### src/bdm_pkg.sv
package bdm_pkg;

    // operating modes, one-hot
    typedef enum logic [2:0] {
        MODE_OFF  = 3'b001,
        MODE_STBY = 3'b010,
        MODE_NORM = 3'b100
    } bdm_mode_t;

    // clock and timing
    localparam int CLK_MHZ          = 40;
    localparam int LOGIC_FILTER_NS  = 400;
    localparam int LOGIC_FILTER_CYC =
        (LOGIC_FILTER_NS * CLK_MHZ + 999) / 1000;
    localparam int TX_TIMEOUT_US    = 1000;
    localparam int TX_TIMEOUT_CYC   = TX_TIMEOUT_US * CLK_MHZ;

    // index of each synchronised pin in the plain sync vector
    localparam int PIN_TX_DATA  = 0;
    localparam int PIN_TX_EN_N  = 1;
    localparam int PIN_GUARD    = 2;
    localparam int PIN_VCC_OK   = 3;
    localparam int PIN_VCC_UV   = 4;
    localparam int PIN_VIO_UV   = 5;
    localparam int PIN_BUS_RX   = 6;
    localparam int PIN_BUS_ACT  = 7;
    localparam int PIN_WAKE     = 8;
    localparam int PIN_OVERTEMP = 9;
    localparam int PIN_BUS_OC   = 10;
    localparam int PIN_COUNT    = 11;

    // pin defaults, matching the pad pulls when undriven
    localparam logic [PIN_COUNT-1:0] PIN_RST = 11'h002;
    localparam logic STBY_N_RST = 1'b0;

    // event codes queued to the host
    localparam int EVT_COUNT = 6;
    localparam logic [2:0] EVT_WAKE     = 3'h0;
    localparam logic [2:0] EVT_UV_FORCE = 3'h1;
    localparam logic [2:0] EVT_TIMEOUT  = 3'h2;
    localparam logic [2:0] EVT_OVERTEMP = 3'h3;
    localparam logic [2:0] EVT_BUS_ERR  = 3'h4;
    localparam logic [2:0] EVT_GUARD    = 3'h5;
    localparam int EVT_FIFO_DEPTH = 4;

    typedef struct packed {
        logic [2:0] code;
    } bdm_event_t;

    typedef struct packed {
        bdm_mode_t mode;
        logic      uv_flag;
        logic      uv_forced;
        logic      wake;
        logic      tx_timeout;
        logic      overtemp;
        logic      bus_error;
        logic      guardian_block;
        logic      bus_activity_flag;
    } bdm_status_t;

    localparam bdm_status_t STATUS_RST = '{
        mode: MODE_OFF, default: 1'b0};

endpackage : bdm_pkg

### src/bdm_sync_filt.sv
module bdm_sync_filt
    import bdm_pkg::*;
#(
    parameter int   FILT_CYC = 1,
    parameter logic RST_VAL  = 1'b0
) (
    input  wire logic sys_clk_i,
    input  wire logic rst_b_i,
    input  wire logic async_i,
    output logic      level_o
);
    localparam int CW = $clog2(FILT_CYC + 1);

    logic          meta_reg;
    logic          sync_reg;
    logic          level_reg;
    logic          level_next;
    logic [CW-1:0] cnt_reg;
    logic [CW-1:0] cnt_next;

    // output moves only after FILT_CYC equal samples, so short spikes die
    always_comb begin
        level_next = level_reg;
        cnt_next   = '0;
        if (sync_reg != level_reg) begin
            if (cnt_reg == CW'(FILT_CYC - 1)) begin
                level_next = sync_reg;
            end else begin
                cnt_next = cnt_reg + CW'(1);
            end
        end
    end

    always_ff @(posedge sys_clk_i) begin
        if (!rst_b_i) begin
            meta_reg  <= RST_VAL;
            sync_reg  <= RST_VAL;
            level_reg <= RST_VAL;
            cnt_reg   <= '0;
        end else begin
            meta_reg  <= async_i;
            sync_reg  <= meta_reg;
            level_reg <= level_next;
            cnt_reg   <= cnt_next;
        end
    end

    assign level_o = level_reg;

endmodule : bdm_sync_filt

### src/bdm_fifo.sv
module bdm_fifo
    import bdm_pkg::*;
#(
    parameter int WIDTH = 3,
    parameter int DEPTH = 4
) (
    input  wire logic             sys_clk_i,
    input  wire logic             rst_b_i,
    input  wire logic             in_valid_i,
    output logic                  in_ready_o,
    input  wire logic [WIDTH-1:0] in_data_i,
    output logic                  out_valid_o,
    input  wire logic             out_ready_i,
    output logic      [WIDTH-1:0] out_data_o
);
    localparam int AW = $clog2(DEPTH);

    logic [WIDTH-1:0] mem [DEPTH];
    logic [AW-1:0]    wr_ptr_reg;
    logic [AW-1:0]    wr_ptr_next;
    logic [AW-1:0]    rd_ptr_reg;
    logic [AW-1:0]    rd_ptr_next;
    logic [AW:0]      count_reg;
    logic [AW:0]      count_next;
    logic             push;
    logic             pop;

    assign in_ready_o  = (count_reg != (AW+1)'(DEPTH));
    assign out_valid_o = (count_reg != '0);
    assign out_data_o  = mem[rd_ptr_reg];
    assign push        = in_valid_i && in_ready_o;
    assign pop         = out_valid_o && out_ready_i;

    always_comb begin
        wr_ptr_next = wr_ptr_reg;
        rd_ptr_next = rd_ptr_reg;
        if (push) begin
            wr_ptr_next = (wr_ptr_reg == AW'(DEPTH - 1)) ? '0
                        : wr_ptr_reg + AW'(1);
        end
        if (pop) begin
            rd_ptr_next = (rd_ptr_reg == AW'(DEPTH - 1)) ? '0
                        : rd_ptr_reg + AW'(1);
        end
        count_next = count_reg + (AW+1)'(push) - (AW+1)'(pop);
    end

    always_ff @(posedge sys_clk_i) begin
        if (!rst_b_i) begin
            wr_ptr_reg <= '0;
            rd_ptr_reg <= '0;
            count_reg  <= '0;
        end else begin
            wr_ptr_reg <= wr_ptr_next;
            rd_ptr_reg <= rd_ptr_next;
            count_reg  <= count_next;
        end
    end

    // storage needs no reset: count guards every read
    always_ff @(posedge sys_clk_i) begin
        if (push) begin
            mem[wr_ptr_reg] <= in_data_i;
        end
    end

endmodule : bdm_fifo

### src/bdm_mode_ctrl.sv
// How it works
// - tx_enable_n low permits drive; default high
// - guardian_enable high needed; default low blocks
// - standby_n high selects normal; default standby
// - diag_out_n low on failure or wake
// - bus idle, data_1 plus high, data_0 minus high
// - modes normal, standby, off with fixed causes
// - power-up always lands in standby
// - normal undervoltage flagged and forces standby
// - undervoltage recovery returns to normal if requested
// - normal entered only with command and good supplies
// - main supply loss enters off from anywhere
// - normal: rx follows bus, tx data drives
// - timeout, overtemp, bus error only while transmitting
// - normal updates bus activity flag
// - normal mode never flags wake-up
// - standby ignores tx data and enable
// - standby rx shows wake or error per command
// - standby freezes guardian, activity flag, bus faults
// - standby command: wake shown on diag and rx
// - undervoltage-forced standby flagged and stored
// - transmit starts after enable falls with guardian high
// - guardian low stops transmitter at once
// - off: rx and diag low, serial out released
// - short standby_n pulses filtered out
module bdm_mode_ctrl
    import bdm_pkg::*;
#(
    parameter int TX_TO_CYC   = TX_TIMEOUT_CYC,
    parameter int FILTER_CYC  = LOGIC_FILTER_CYC,
    parameter int FIFO_DEPTH  = EVT_FIFO_DEPTH
) (
    input  wire logic  sys_clk_i,
    input  wire logic  rst_b_i,
    input  wire logic  tx_data_i,
    input  wire logic  tx_enable_n_i,
    input  wire logic  guardian_enable_i,
    input  wire logic  standby_n_i,
    input  wire logic  vcc_ok_i,
    input  wire logic  vcc_uv_i,
    input  wire logic  logic_ref_supply_uv_i,
    input  wire logic  bus_rx_data_i,
    input  wire logic  bus_active_i,
    input  wire logic  wake_detect_i,
    input  wire logic  overtemp_i,
    input  wire logic  bus_overcurrent_i,
    input  wire logic  status_clear_i,
    input  wire logic  event_ready_i,
    output logic       rx_data_o,
    output logic       diag_out_n_o,
    output logic       bus_plus_o,
    output logic       bus_minus_o,
    output logic       serial_data_out_oe_o,
    output bdm_status_t status_o,
    output logic       event_valid_o,
    output bdm_event_t event_o
);
    localparam int TW = $clog2(TX_TO_CYC + 1);

    logic [PIN_COUNT-1:0] pin_raw;
    logic [PIN_COUNT-1:0] pin_q;
    logic                 standby_n_q;

    // gather the pins by their package index, so the sync loop stays plain
    always_comb begin
        pin_raw[PIN_TX_DATA]  = tx_data_i;
        pin_raw[PIN_TX_EN_N]  = tx_enable_n_i;
        pin_raw[PIN_GUARD]    = guardian_enable_i;
        pin_raw[PIN_VCC_OK]   = vcc_ok_i;
        pin_raw[PIN_VCC_UV]   = vcc_uv_i;
        pin_raw[PIN_VIO_UV]   = logic_ref_supply_uv_i;
        pin_raw[PIN_BUS_RX]   = bus_rx_data_i;
        pin_raw[PIN_BUS_ACT]  = bus_active_i;
        pin_raw[PIN_WAKE]     = wake_detect_i;
        pin_raw[PIN_OVERTEMP] = overtemp_i;
        pin_raw[PIN_BUS_OC]   = bus_overcurrent_i;
    end

    // every pin but status_clear_i and event_ready_i crosses three flops before use
    for (genvar i = 0; i < PIN_COUNT; i++) begin : g_sync
        bdm_sync_filt #(
            .FILT_CYC (1),
            .RST_VAL  (PIN_RST[i])
        ) u_sync (
            .sys_clk_i (sys_clk_i),
            .rst_b_i   (rst_b_i),
            .async_i   (pin_raw[i]),
            .level_o   (pin_q[i])
        );
    end

    bdm_sync_filt #(
        .FILT_CYC (FILTER_CYC),
        .RST_VAL  (STBY_N_RST)
    ) u_stby (
        .sys_clk_i (sys_clk_i),
        .rst_b_i   (rst_b_i),
        .async_i   (standby_n_i),
        .level_o   (standby_n_q)
    );

    logic tx_data;
    logic tx_en_n;
    logic guard;
    logic vcc_ok;
    logic uv;
    logic host_norm;
    assign tx_data   = pin_q[PIN_TX_DATA];
    assign tx_en_n   = pin_q[PIN_TX_EN_N];
    assign guard     = pin_q[PIN_GUARD];
    assign vcc_ok    = pin_q[PIN_VCC_OK];
    assign uv        = pin_q[PIN_VCC_UV] | pin_q[PIN_VIO_UV];
    assign host_norm = standby_n_q;

    // mode state machine
    bdm_mode_t mode_reg;
    bdm_mode_t mode_next;

    always_comb begin
        mode_next = mode_reg;
        unique case (mode_reg)
            MODE_OFF: begin
                if (vcc_ok) begin
                    mode_next = MODE_STBY;
                end
            end
            MODE_STBY: begin
                if (!vcc_ok) begin
                    mode_next = MODE_OFF;
                end else if (host_norm && !uv) begin
                    mode_next = MODE_NORM;
                end
            end
            MODE_NORM: begin
                if (!vcc_ok) begin
                    mode_next = MODE_OFF;
                end else if (uv || !host_norm) begin
                    mode_next = MODE_STBY;
                end
            end
            default: begin
                mode_next = MODE_OFF;
            end
        endcase
    end

    logic norm;
    logic stby;
    assign norm = (mode_reg == MODE_NORM);
    assign stby = (mode_reg == MODE_STBY);

    // transmitter arming and drive
    logic          en_n_d_reg;
    logic          tx_arm_reg;
    logic          tx_arm_next;
    logic          tx_on_reg;
    logic          tx_on_next;
    logic [TW-1:0] to_cnt_reg;
    logic [TW-1:0] to_cnt_next;
    logic          stop;

    always_comb begin
        stop        = status_o.tx_timeout | status_o.overtemp;
        tx_arm_next = tx_arm_reg;
        // standby drops everything the controller presents
        if (!norm || tx_en_n || !guard || stop) begin
            tx_arm_next = 1'b0;
        end else if (en_n_d_reg && !tx_en_n) begin
            tx_arm_next = 1'b1;
        end
        tx_on_next = tx_arm_next && (tx_on_reg || !tx_data);
        to_cnt_next = '0;
        if (tx_on_reg && to_cnt_reg != TW'(TX_TO_CYC)) begin
            to_cnt_next = to_cnt_reg + TW'(1);
        end
    end

    // status flags; a new event beats a clear in the same cycle
    bdm_status_t st_next;
    logic        to_set;
    logic        ot_set;
    logic        be_set;
    logic        gb_set;
    logic        wk_set;
    logic        uf_set;
    logic        uv_set;

    always_comb begin
        to_set = tx_on_reg && to_cnt_reg == TW'(TX_TO_CYC - 1);
        ot_set = tx_on_reg && pin_q[PIN_OVERTEMP];
        be_set = tx_on_reg && pin_q[PIN_BUS_OC];
        gb_set = norm && tx_arm_reg && !guard;
        wk_set = stby && !host_norm && pin_q[PIN_WAKE];
        uf_set = (mode_next == MODE_STBY) && !norm && host_norm && uv;
        uf_set = uf_set || (norm && uv && vcc_ok && host_norm);
        uv_set = (norm || stby) && uv;
        st_next = status_o;
        st_next.mode = mode_next;
        if (status_clear_i) begin
            st_next.uv_flag        = 1'b0;
            st_next.tx_timeout     = 1'b0;
            st_next.overtemp       = 1'b0;
            st_next.bus_error      = 1'b0;
            st_next.guardian_block = 1'b0;
            st_next.wake           = 1'b0;
            st_next.uv_forced      = 1'b0;
        end
        if (mode_next == MODE_NORM || mode_next == MODE_OFF) begin
            st_next.wake      = 1'b0;
            st_next.uv_forced = 1'b0;
        end
        if (!host_norm) begin
            st_next.uv_forced = 1'b0;
        end
        st_next.uv_flag        = st_next.uv_flag | uv_set;
        st_next.tx_timeout     = st_next.tx_timeout | to_set;
        st_next.overtemp       = st_next.overtemp | ot_set;
        st_next.bus_error      = st_next.bus_error | be_set;
        st_next.guardian_block = st_next.guardian_block | gb_set;
        st_next.wake           = st_next.wake | wk_set;
        st_next.uv_forced      = st_next.uv_forced | uf_set;
        if (norm) begin
            st_next.bus_activity_flag = pin_q[PIN_BUS_ACT];
        end
    end

    // pin outputs, all registered
    logic rx_next;
    logic diag_n_next;
    logic fault;

    always_comb begin
        fault = st_next.tx_timeout | st_next.overtemp | st_next.bus_error
              | st_next.guardian_block | uv_set;
        unique case (mode_next)
            MODE_NORM: begin
                diag_n_next = !fault;
                rx_next     = pin_q[PIN_BUS_RX];
            end
            MODE_STBY: begin
                if (host_norm) begin
                    diag_n_next = !st_next.uv_forced;
                end else begin
                    diag_n_next = !st_next.wake;
                end
                rx_next = diag_n_next;
            end
            default: begin
                diag_n_next = 1'b0;
                rx_next     = 1'b0;
            end
        endcase
    end

    // event queue to the host, held pending while the queue is full
    logic [EVT_COUNT-1:0] pend_reg;
    logic [EVT_COUNT-1:0] pend_next;
    logic [EVT_COUNT-1:0] pend_new;
    logic                 q_ready;
    bdm_event_t           q_word;
    logic                 fifo_valid;
    logic                 fifo_pop;
    bdm_event_t           fifo_word;
    logic                 ev_valid_next;
    bdm_event_t           ev_next;

    always_comb begin
        pend_new = '0;
        pend_new[EVT_WAKE]     = st_next.wake & !status_o.wake;
        pend_new[EVT_UV_FORCE] = st_next.uv_forced & !status_o.uv_forced;
        pend_new[EVT_TIMEOUT]  = st_next.tx_timeout & !status_o.tx_timeout;
        pend_new[EVT_OVERTEMP] = st_next.overtemp & !status_o.overtemp;
        pend_new[EVT_BUS_ERR]  = st_next.bus_error & !status_o.bus_error;
        pend_new[EVT_GUARD]    = st_next.guardian_block
                               & !status_o.guardian_block;
        q_word.code = '0;
        for (int i = EVT_COUNT - 1; i >= 0; i--) begin
            if (pend_reg[i]) begin
                q_word.code = 3'(i);
            end
        end
        pend_next = pend_reg;
        if (q_ready && pend_reg != '0) begin
            pend_next[q_word.code] = 1'b0;
        end
        pend_next = pend_next | pend_new;
    end

    bdm_fifo #(
        .WIDTH ($bits(bdm_event_t)),
        .DEPTH (FIFO_DEPTH)
    ) u_evt_fifo (
        .sys_clk_i   (sys_clk_i),
        .rst_b_i     (rst_b_i),
        .in_valid_i  (pend_reg != '0),
        .in_ready_o  (q_ready),
        .in_data_i   (q_word),
        .out_valid_o (fifo_valid),
        .out_ready_i (fifo_pop),
        .out_data_o  (fifo_word)
    );

    // pins stay on flops: a one-word output stage in front of the queue
    always_comb begin
        ev_valid_next = event_valid_o;
        ev_next       = event_o;
        fifo_pop      = 1'b0;
        if (!event_valid_o || event_ready_i) begin
            ev_valid_next = fifo_valid;
            ev_next       = fifo_word;
            fifo_pop      = fifo_valid;
        end
    end

    always_ff @(posedge sys_clk_i) begin
        if (!rst_b_i) begin
            mode_reg             <= MODE_OFF;
            en_n_d_reg           <= 1'b1;
            tx_arm_reg           <= 1'b0;
            tx_on_reg            <= 1'b0;
            to_cnt_reg           <= '0;
            status_o             <= STATUS_RST;
            pend_reg             <= '0;
            event_valid_o        <= 1'b0;
            event_o              <= '0;
            rx_data_o            <= 1'b0;
            diag_out_n_o         <= 1'b0;
            bus_plus_o           <= 1'b0;
            bus_minus_o          <= 1'b0;
            serial_data_out_oe_o <= 1'b0;
        end else begin
            mode_reg             <= mode_next;
            en_n_d_reg           <= tx_en_n;
            tx_arm_reg           <= tx_arm_next;
            tx_on_reg            <= tx_on_next;
            to_cnt_reg           <= to_cnt_next;
            status_o             <= st_next;
            pend_reg             <= pend_next;
            event_valid_o        <= ev_valid_next;
            event_o              <= ev_next;
            rx_data_o            <= rx_next;
            diag_out_n_o         <= diag_n_next;
            // both low is idle: no differential drive
            bus_plus_o           <= tx_on_next && tx_data;
            bus_minus_o          <= tx_on_next && !tx_data;
            serial_data_out_oe_o <= (mode_next != MODE_OFF);
        end
    end

endmodule : bdm_mode_ctrl

### config.mk
export PLATFORM = sky130hd
export DESIGN_NAME = bdm_mode_ctrl
export DESIGN_NICKNAME = d
export VERILOG_FILES = /design/src/bdm_pkg.sv /design/src/bdm_sync_filt.sv /design/src/bdm_fifo.sv /design/src/bdm_mode_ctrl.sv
export SDC_FILE = /design/constraint.sdc
export NUM_CORES = 1
export LEC_CHECK = 0
export ABC_CLOCK_PERIOD_IN_PS = 3750
export BUFFER_PORTS_ARGS = -buffer_cell sky130_fd_sc_hd__buf_2
export CAP_MARGIN = 25
export CELL_PAD_IN_SITES_DETAIL_PLACEMENT = 1
export CELL_PAD_IN_SITES_GLOBAL_PLACEMENT = 2
export CORE_MARGIN = 2
export CORE_UTILIZATION = 39
export DETAILED_ROUTE_END_ITERATION = 10
export GPL_TIMING_DRIVEN = 0
export PLACE_DENSITY = 0.79
export SYNTH_ARGS = -nofsm -noshare
export SYNTH_HDL_FRONTEND = slang
export SYNTH_SLANG_ARGS = --single-unit
export TNS_END_PERCENT = 10
### constraint.sdc
create_clock -name sys_clk_i -period 3.75 [get_ports sys_clk_i]
set_clock_uncertainty 0.1 [all_clocks]
set_input_delay 1.125 -clock sys_clk_i [delete_from_list [all_inputs] [get_ports sys_clk_i]]
set_output_delay 1.125 -clock sys_clk_i [all_outputs]
set_load 0.005 [all_outputs]
==> After elaboration in Yosys (flattened, before gate mapping) <==
Memories as Yosys holds them, arrays and structs flattened. A register that Yosys moved wholly into a read port is not among the register bits.
Index checks and enable logic that the tools add are counted.
{ "op_classes": {"n_addsub": 17, "n_lt_le_gt_ge": 2, "n_eq_ne": 25, "mux": 28, "bitwise": 35, "n_reduce_logical": 76} }
{ "ops": {"columns": ["op", "n"], "rows": [
  ["3-bit 2-to-1 mux", 11],
  ["3-bit AND reduction", 11],
  ["2-bit AND reduction", 13],
  ["1-bit logical AND", 23],
  ["1-bit logical NOT", 17],
  ["16-bit by 1-bit adder with 16-bit output, second input constant", 1],
  ["16-bit equality test, second input constant", 1],
  ["16-bit inequality test, second input constant", 1],
  ["1-bit NOT", 13],
  ["1-bit bitwise OR", 13],
  ["1-bit inequality test", 12],
  ["1-bit adder, second input constant", 11],
  ["1-bit logical OR", 9],
  ["3-bit case mux with 3 select lines", 1],
  ["1-bit 2-to-1 mux", 8],
  ["7-bit 2-to-1 mux", 1],
  ["1-bit bitwise AND", 6],
  ["6-bit bitwise AND", 1],
  ["3-bit by 1-bit equality test with 1-bit output, second input constant", 2],
  ["3-bit by 2-bit equality test with 1-bit output, second input constant", 2],
  ["3-bit equality test, second input constant", 2],
  ["2-bit 2-to-1 mux", 3],
  ["6-bit 2-to-1 mux", 1],
  ["6-bit NOT", 1],
  ["other kinds (16)", 19]
]} }
{ "totals": {"reg_bits": 101, "ram_bits": 12, "in_bits": 16, "out_inout_bits": 20, "elab_cells": 255, "mem_count": 1} }
{ "mem_list": {"columns": ["name", "depth", "width", "rd", "rd_ports_with_merged_regs", "wr", "line_no", "text"], "rows": [
  ["u_evt_fifo.mem", 4, 3, 1, 1, 1, "bdm_fifo.sv:18", "logic [WIDTH-1:0] mem [DEPTH];"]
]} }

==> Longest topological paths before layout <==
Gate-level depths: netlist (run 1).
{ "logic_depth": {"ltp_word": 15, "ltp_mapped": 11} }

==> Cells and area by module <==
Synthesis (run 1) repeated with hierarchy kept, for this count alone.
{ "unflattened": {"cells_unflattened": 410, "hier_area_um2": 4390.5} }
{ "modules_own_cells": {"columns": ["module", "n_inst", "cells_each", "area_each_um2", "seq_area_each_um2"], "rows": [
  ["bdm_mode_ctrl", 1, 217, 1948.1, 900.9],
  ["bdm_sync_filt (g_sync[0].u_sync ...)", 10, 9, 112.6, 80.1],
  ["bdm_fifo", 1, 67, 917.1, 540.5],
  ["bdm_sync_filt (u_stby)", 1, 27, 289.0, 160.2],
  ["bdm_sync_filt (g_sync[1].u_sync)", 1, 9, 110.1, 80.1]
]} }

==> Least setup slack after synthesis (run 1) <==
OpenSTA, ideal clock, no wires.
{ "synth_path": {"path_type": "input -> register", "from": "in event_ready_i", "to": "reg u_evt_fifo.count_reg[2]", "t_arrival_ps": 2936, "t_required_ps": 3535, "slack_ps": 600, "stages": 11, "cell_sequence": "nand2b_1 clkbuf_1 nor2b_1 ha_1 inv_1 ha_1 inv_1 fa_1 xnor2_1 xnor2_1 and2_1"} }
{ "synth_via": {"elab_chain_cells": 4} }
{ "synth_rtl": {"columns": ["item", "line_no", "text"], "rows": [
  ["start, declared", "bdm_mode_ctrl.sv:48", "input wire logic event_ready_i,"],
  ["1-bit logical OR", "bdm_mode_ctrl.sv:308", "if (!event_valid_o || event_ready_i) begin"],
  ["1-bit 2-to-1 mux", "bdm_mode_ctrl.sv:308", null],
  ["1-bit logical AND", "bdm_fifo.sv:32", "assign pop = out_valid_o && out_ready_i;"],
  ["via u_evt_fifo.pop", "bdm_fifo.sv:26", "logic pop;"],
  ["3-bit by 1-bit subtractor with 3-bit output", "bdm_fifo.sv:45", "count_next = count_reg + (AW+1)'(push) - (AW+1)'(pop);"],
  ["end signal, assigned", "bdm_fifo.sv:56", "count_reg <= count_next;"],
  ["end, declared", "bdm_fifo.sv:23", "logic [AW:0] count_reg;"]
]} }
The timed path passes the listed nets, and every way through them passes these cells.
A chain may end at the register's enable or synchronous reset.

==> Final worst setup path (run 1) <==
Ends and elaborated chain as after synthesis.

==> results.md, run 1 <==
- Routability-driven placement congestion ratio: 0.734
- Average size of a mapped cell: 10.8 µm²
- Number of instances in the synthesized netlist: 394
- Outcome: finished, final reports clean
- Hold bufs inserted after CTS: 0
- Post-CTS setup buffer count: 0
- Crit end category: flop
- Startpoint type of the worst setup path: input pin
- Htree depth: 4
- Cell count after placement: 579
- Share of the clock period used by the worst path: 79.0%
- Yosys cell types: 48
- # setup viols final: 0
- Cell area after synthesis: 4260 µm²
- Post-Synth Simple-Gate Area: 21.7%
- CP max stage cell: nor2b_1
- Core ar.: 10700 µm²
- Post-CTS sizing: 0
- Clock period minus final worst setup slack: 2.96 ns
- Number of input and output port buffers inserted: 35
- GR Overflow Total: 0
- CTS sink cnt: 116
- Count of TritonRoute iterations in the first routing pass: 4
- Dominant combinational cell family by area after synthesis: simple AND/OR/NAND/NOR gates
- Clock tree from TritonCTS: done
- Area overhead of the layout relative to synthesis: 22.0%
- Mux contribution to synthesized area: 5.82%
- Synth Area in Adders: 3.70%
- Synth async-reset ratio: 0%
- Power Density: 596 nW/µm²
- Number of global-route vias before repair: 2986
- Clk root buf: clkbuf_8
- Class of the most critical setup path: in -> reg
- Area fraction in compound gates after synthesis: 4.94%
- Total die area: 11800 µm²
- Final hold violation count: 0
- Worst Tran Pin Value: 0.719 ns
- Register clock-pin slew on the reported worst setup and hold paths: 0.06 ns
- Achievable frequency: 338 MHz
- Number of top-level pins: 36
- Count of flip-flops with a built-in enable after synthesis: 12
- Max stage delay on crit path: 0.38 ns
- Max reg flops: 16
- Xor-xnor portion of the synthesized cell area: 3.91%
- Maximum number of pins on one net before global-route repair: 17
- DRC violations left: 0
- Source-to-sink clock delay at the later pin of the worst-skew pair: 0.51 ns
- Number of placement rows: 38
- First-pass GRT wire length: 14000 µm
- Fin. max-slew vios: 0
- Drt via density: 4.65
- Number of DRC markers after the initial detailed-route iteration: 72
- Number of vias after detailed routing: 2838
- Series of cell instances along the critical path: buf_2 -> nand2b_1 -> clkbuf_1 -> nor2b_1 -> ha_1 -> inv_1 -> ha_1 -> inv_1 -> fa_1 -> xnor2_1 -> xnor2_1 -> and2_1
- Half-perimeter wire length after detailed placement: 5840 µm
- Most used flip-flop cell after synthesis: dfxtp_1
- Height of the die: 108 µm
- Overall track demand over capacity in global routing: 15.7%
- Routed length per placed instance: 13.5 µm
- Worst vdd ir: 0.262 mV
- Data required time at the worst endpoint: 4.05 ns
- Max-cap check violation count: 0
- Commonest non-fill, non-tap cell in the layout: dfxtp_1
- Maximum buffer depth of the clock tree: 2
- Number of warnings reported in the yosys synthesis log: 0
- Count of antenna-violating nets left after detailed routing: 0
- Post-layout nets: 486
- Antenna cells: 0
- Die width: 108 µm
- Post-layout instance count excluding filler cells: 610
- Number of buffer and inverter stages on the critical path: 4
- Setup repair after global routing missed its margin: no
- Type of the most critical hold path: reg -> reg
- Part of the Yosys area used for sequential elements: 57.4%
- Static leakage: 2.11 nW
- Number of fillers in the final layout: 1209
- Worst slew margin: 51.9%
- Starting density of the core: 39.6%
- Commonest cells after routing, fill and taps aside: dfxtp_1 (104), nor2_1 (42), buf_2 (36)
- Signal arrival time at the worst endpoint: 3.26 ns
- Antenna violations before repair: 0
- Summed negative setup slack over all endpoints: 0 ns
- Number of clock buffers inserted by TritonCTS: 17
- Wire length reported by the detailed router: 8220 µm
- Cell family with most CP delay: adder cells
- Total of flip-flops plus latches after synthesis: 116
- Fraction of layout cells with a size suffix above 1: 16.2%
- Maximum fanout count along the critical path: 5
==> synthesized netlist by cell type, types with 3 or more instances <==
library cell  instances  area share, %
nor3b_1               3           0.53
mux4_2                3            1.6
ha_1                 11            3.2
nor2_1               42            3.7
a21boi_0              7            1.2
nand3_1               8           0.94
o21ai_0               8           0.94
inv_1                16            1.4
clkbuf_1              8           0.71
nand2_1              12            1.1
edfxtp_1             12            8.5
mux2i_1              18            4.2
and3_1                3           0.44
a21oi_1              11            1.3
nand4_1               5           0.73
nand3b_1              3           0.53
nor3_1                3           0.35
xor2_1               13            2.7
xnor2_1               6            1.2
and2_1               33            4.9
nor2b_1              25            3.7
nand2b_1             13            1.9
dfxtp_1             104             49
==> worst paths after layout <==
kind	startpoint	end	slack, ns	cells past startpoint
worst min-delay path	g_sync[1].u_sync.meta_reg	g_sync[1].u_sync.sync_reg	0.31	1
worst min register to register	g_sync[1].u_sync.meta_reg	g_sync[1].u_sync.sync_reg	0.31	1
worst max register to register	event_valid_o	u_evt_fifo.count_reg[2]	1.19	11
worst max-delay path	event_ready_i	u_evt_fifo.count_reg[2]	0.79	12
==> kinds of logic after synthesis <==
| kind of cell | after synthesis |
|---|---|
| AND/OR/NAND/NOR | 165 |
| flip-flops | 116 |
| AO/OA/AOI/OAI | 34 |
| buffers and inverters | 26 |
| multiplexers | 21 |
| XOR/XNOR | 19 |
| adder cells (fa/ha/maj) | 12 |
| other | 1 |
==> worst reg2reg max path, stage by stage, from the launching register on <==
cell and delay (ns):
dfxtp_1 0.31, nand2b_1 0.08, clkbuf_1 0.25, nor2b_1 0.38, ha_1 0.30, inv_1 0.06
ha_1 0.14, inv_1 0.06, fa_1 0.37, xnor2_1 0.15, xnor2_1 0.12, and2_1 0.14
==> per-layer routing <==
metal | global-route usage (%) | wire, µm | vias to the layer above
met2 | 26.7 | 4010 | 44
met5 | 0 | 0 | -
met1 | 18.1 | 3780 | 1341
li1 | - | - | 1439
met4 | 5.68 | 110 | 0
met3 | 5.85 | 320 | 14
==> power by group <==
group / leakage, nW / switching [W] / internal, W
registers: 0.959 / 0.0000509 / 0.00131
clock network: 0.259 / 0.000566 / 0.000914
logic: 0.895 / 0.000112 / 0.000143
total: 2.11 / 0.000729 / 0.00237
==> area by class of cell <==
| cell class | instances | area (µm²) | area share (%) |
|---|---|---|---|
| repair buffers | 35 | 175 | 3.37 |
| plain buffers | 10 | 46.3 | 0.891 |
| multi-input cells | 262 | 1750 | 33.6 |
| well taps | 140 | 175 | 3.37 |
| inverters | 16 | 60.1 | 1.16 |
| clock inverters | 11 | 103 | 1.98 |
| clock buffers | 20 | 447 | 8.60 |
| flip-flops and latches | 116 | 2440 | 47.0 |
==> per-stage QoR <==
| step | utilization (%) | instance area, µm² | hold slack, ns | setup slack, ns | power, W |
|---|---|---|---|---|---|
| after floorplan | - | 4290 | 0.286 | 0.600 | 0.00157 |
| after global placement | 43.2 | 4640 | 0.301 | 0.325 | 0.00163 |
| after detailed placement | 43.2 | 4640 | 0.301 | 0.264 | 0.00165 |
| after CTS | 48.3 | 5190 | 0.315 | 0.796 | 0.00314 |
| after global routing | 48.3 | 5190 | 0.337 | 0.659 | 0.00323 |
| final | 48.3 | 5190 | 0.313 | 0.787 | 0.00310 |
Note: power is estimated with default switching activity, not from simulation.
==> run 2, diff against run 1 <==
--- a/config.mk
+++ b/config.mk
@@ -5,16 +5,16 @@
 export SDC_FILE = /design/constraint.sdc
 export NUM_CORES = 1
 export LEC_CHECK = 0
-export ABC_CLOCK_PERIOD_IN_PS = 3750
+export ABC_CLOCK_PERIOD_IN_PS = 2400
 export BUFFER_PORTS_ARGS = -buffer_cell sky130_fd_sc_hd__buf_2
 export CAP_MARGIN = 25
 export CELL_PAD_IN_SITES_DETAIL_PLACEMENT = 1
 export CELL_PAD_IN_SITES_GLOBAL_PLACEMENT = 2
 export CORE_MARGIN = 2
-export CORE_UTILIZATION = 39
+export CORE_UTILIZATION = 35
 export DETAILED_ROUTE_END_ITERATION = 10
 export GPL_TIMING_DRIVEN = 0
-export PLACE_DENSITY = 0.79
+export PLACE_DENSITY = 0.74
 export SYNTH_ARGS = -nofsm -noshare
 export SYNTH_HDL_FRONTEND = slang
 export SYNTH_SLANG_ARGS = --single-unit
==> constraint.sdc (replaced) <==
create_clock -name sys_clk_i -period 2.4 [get_ports sys_clk_i]
set_clock_uncertainty 0.1 [all_clocks]
set_input_delay 0.72 -clock sys_clk_i [delete_from_list [all_inputs] [get_ports sys_clk_i]]
set_output_delay 0.72 -clock sys_clk_i [all_outputs]
set_load 0.005 [all_outputs]
==> run 2 against run 1 <==
Effect of this change:
- hold slack worse by 0.0040 ns
- utilization is 4.2 points lower
- non-clock buffer count is 2 higher
- critical path depth stayed put
- wire length is 4.0% higher
- first-iteration DRC count is 13% lower
- clock power is 61% higher
- sequential power is 57% higher
- clock-buffer cell count is 2 lower
- cell count is 1.6% higher
- flip-flop and latch count stayed put
==> results.md, run 2 (synthesis gave the netlist of run 1 again) <==
- Htree depth: 4 (unchanged)
- Number of global-route vias before repair: 3053 (was 2986)
- Cell family with most CP delay: adder cells (unchanged)
- Fraction of layout cells with a size suffix above 1: 18.6% (was 16.2%)
- Achievable frequency: 432 MHz
- Number of top-level pins: 36 (unchanged)
- Fin. max-slew vios: 0 (unchanged)
- Core ar.: 12000 µm² (was 10700 µm²)
- Part of the power in registers: 43.0% (was 44.0%)
- Height of the die: 114 µm (was 108 µm)
- Commonest non-fill, non-tap cell in the layout: dfxtp_1 (unchanged)
- Max reg flops: 16 (unchanged)
- Number of buffer and inverter stages on the critical path: 4 (unchanged)
- Post-layout nets: 488 (was 486)
- Type of the most critical hold path: reg -> reg (unchanged)
- Antenna cells: 0 (unchanged)
- Starting density of the core: 35.6% (was 39.6%)
- Setup repair after global routing missed its margin: no (unchanged)
- DRC violations left: 0 (unchanged)
- Setup slack after layout: 0.0826 ns (was 0.787 ns)
- Drt via density: 4.60 (was 4.65)
- Routability-driven placement congestion ratio: 0.693 (was 0.734)
- Number of fillers in the final layout: 1326 (was 1209)
- Comb power frac: 9.0% (was 8.2%)
- Die width: 114 µm (was 108 µm)
- Worst Hold Margin: 0.309 ns (was 0.313 ns)
- Wire length reported by the detailed router: 8550 µm (was 8220 µm)
- Summed negative setup slack over all endpoints: 0 ns (unchanged)
- Hold bufs inserted after CTS: 0 (unchanged)
- GR Overflow Total: 0 (unchanged)
- Outcome: finished, final reports clean (unchanged)
- Final hold violation count: 0 (unchanged)
- First-pass GRT wire length: 14900 µm (was 14000 µm)
- Overall track demand over capacity in global routing: 15.1% (was 15.7%)
- Number of clock buffers inserted by TritonCTS: 17 (unchanged)
- Worst vdd ir: 0.486 mV (was 0.262 mV)
- Static leakage: 2.16 nW (was 2.11 nW)
- Maximum number of pins on one net before global-route repair: 17 (unchanged)
- Share of the clock period used by the worst path: 96.6%
- Power Density: 939 nW/µm² (was 596 nW/µm²)
- Data required time at the worst endpoint: 2.61 ns (was 4.05 ns)
- Maximum buffer depth of the clock tree: 2 (unchanged)
- Area overhead of the layout relative to synthesis: 24.2% (was 22.0%)
- Max stage delay on crit path: 0.38 ns (about the same)
- Clock tree from TritonCTS: done (unchanged)
- Commonest cells after routing, fill and taps aside: dfxtp_1 (104), nor2_1 (42), buf_2 (36) (unchanged)
- Max-cap check violation count: 0 (unchanged)
- Clk root buf: clkbuf_16 (was clkbuf_8)
- Maximum fanout count along the critical path: 3 (was 5)
- Total die area: 13100 µm² (was 11800 µm²)
- Count of TritonRoute iterations in the first routing pass: 4 (unchanged)
- CP max stage cell: fa_2 (was nor2b_1)
- Worst slew margin: 57.1% (was 51.9%)
- Routed length per placed instance: 13.8 µm (was 13.5 µm)
- Clock period minus final worst setup slack: 2.32 ns
- Series of cell instances along the critical path: buf_2 -> nand2b_4 -> clkbuf_8 -> nor2b_4 -> ha_1 -> inv_1 -> ha_1 -> inv_1 -> fa_2 -> xnor2_2 -> xnor2_1 -> and2_1 (was buf_2 -> nand2b_1 -> clkbuf_1 -> nor2b_1 -> ha_1 -> inv_1 -> ha_1 -> inv_1 -> fa_1 -> xnor2_1 -> xnor2_1 -> and2_1)
- CTS sink cnt: 116 (unchanged)
- Startpoint type of the worst setup path: input pin (unchanged)
- Class of the most critical setup path: in -> reg (unchanged)
- Share of total power in the clock network: 48.0% (was 47.8%)
- # setup viols final: 0 (unchanged)
- Pre-CTS WS: -0.380 ns (was 0.264 ns)
- Internal Power: 0.00376 W (was 0.00237 W)
- Power Total: 0.00496 W (was 0.00310 W)
- Number of vias after detailed routing: 2853 (was 2838)
- Source-to-sink clock delay at the later pin of the worst-skew pair: 0.42 ns (was 0.51 ns)
- Worst Tran Pin Value: 0.643 ns (was 0.719 ns)
- Signal arrival time at the worst endpoint: 2.52 ns (was 3.26 ns)
- Number of DRC markers after the initial detailed-route iteration: 63 (was 72)
- Sw Pwr: 0.00120 W (was 0.000729 W)
- Antenna violations before repair: 0 (unchanged)
- Crit end category: flop (unchanged)
- Number of placement rows: 40 (was 38)
- Register clock-pin slew on the reported worst setup and hold paths: 0.06 ns (about the same)
- Number of input and output port buffers inserted: 35 (unchanged)
- Half-perimeter wire length after detailed placement: 6060 µm (was 5840 µm)
- Proportion of total power due to net switching: 24.2% (was 23.6%)
- Count of antenna-violating nets left after detailed routing: 0 (unchanged)
[run 2: changes by cell type in the layout (fill, tap and decap cells not counted), sizes merged]
| cell | change |
|---|---|
| clkinv | +3 |
| buf | +2 |
| clkbuf | -2 |
[run 2: final cells by class]
class / count / area, µm² / area share, %
clock inverters: 14 / 131 / 2.49
multi-input cells: 262 / 1780 / 33.7
clock buffers: 18 / 439 / 8.31
repair buffers: 37 / 190 / 3.60
flip-flops and latches: 116 / 2440 / 46.2
well taps: 147 / 184 / 3.48
inverters: 16 / 60.1 / 1.14
plain buffers: 10 / 56.3 / 1.07
[run 2: power by group through the flow]
stage / Sequential, W / Combinational, W / Clock, W
3_5_place_dp: 0.00217 / 0.000432 / 0
6_report: 0.00214 / 0.000447 / 0.00238
2_1_floorplan: 0.00215 / 0.000325 / 0
5_1_grt: 0.00215 / 0.000519 / 0.00254
3_3_place_gp: 0.00216 / 0.000404 / 0
4_1_cts: 0.00213 / 0.000432 / 0.00245
[run 2: worst register-to-register path: stages, from the launching register on]
cell     delay, ns
dfxtp_1       0.38
nor3_2        0.27
nor2b_4       0.08
ha_1          0.27
inv_1         0.05
ha_1          0.13
inv_1         0.06
fa_2          0.38
xnor2_2       0.15
xnor2_1       0.13
and2_1        0.16
[run 2: per-stage QoR]
step,instance area (µm²),cells,util (%)
after floorplan,4310,404,-
after global placement,4670,586,39.1
after detailed placement,4670,586,39.1
after CTS,5250,618,43.9
after global routing,5290,620,44.2
final,5290,620,44.2
[run 2: per-layer routing]
metal | routed length, µm | GRT usage [%] | vias up
met1 | 4030 | 17.8 | 1361
li1 | - | - | 1438
met4 | 147 | 6.59 | 0
met5 | 0 | 0 | -
met2 | 4060 | 24.6 | 38
met3 | 312 | 5.72 | 16
[run 2: final timing paths]
path                                                  end  slack, ns  cells past startpoint                 startpoint
worst min-delay path            g_sync[1].u_sync.sync_reg       0.31                      1  g_sync[1].u_sync.meta_reg
worst min register to register  g_sync[1].u_sync.sync_reg       0.31                      1  g_sync[1].u_sync.meta_reg
worst max register to register    u_evt_fifo.count_reg[2]       0.13                     10    u_evt_fifo.count_reg[1]
worst max-delay path              u_evt_fifo.count_reg[2]       0.08                     12              event_ready_i
[run 2: timing repair]
item,in CTS,in global routing
pin swaps,0,3
buffers inserted,0,2
gates resized for setup,1,3
endpoints found under the setup margin,1,1
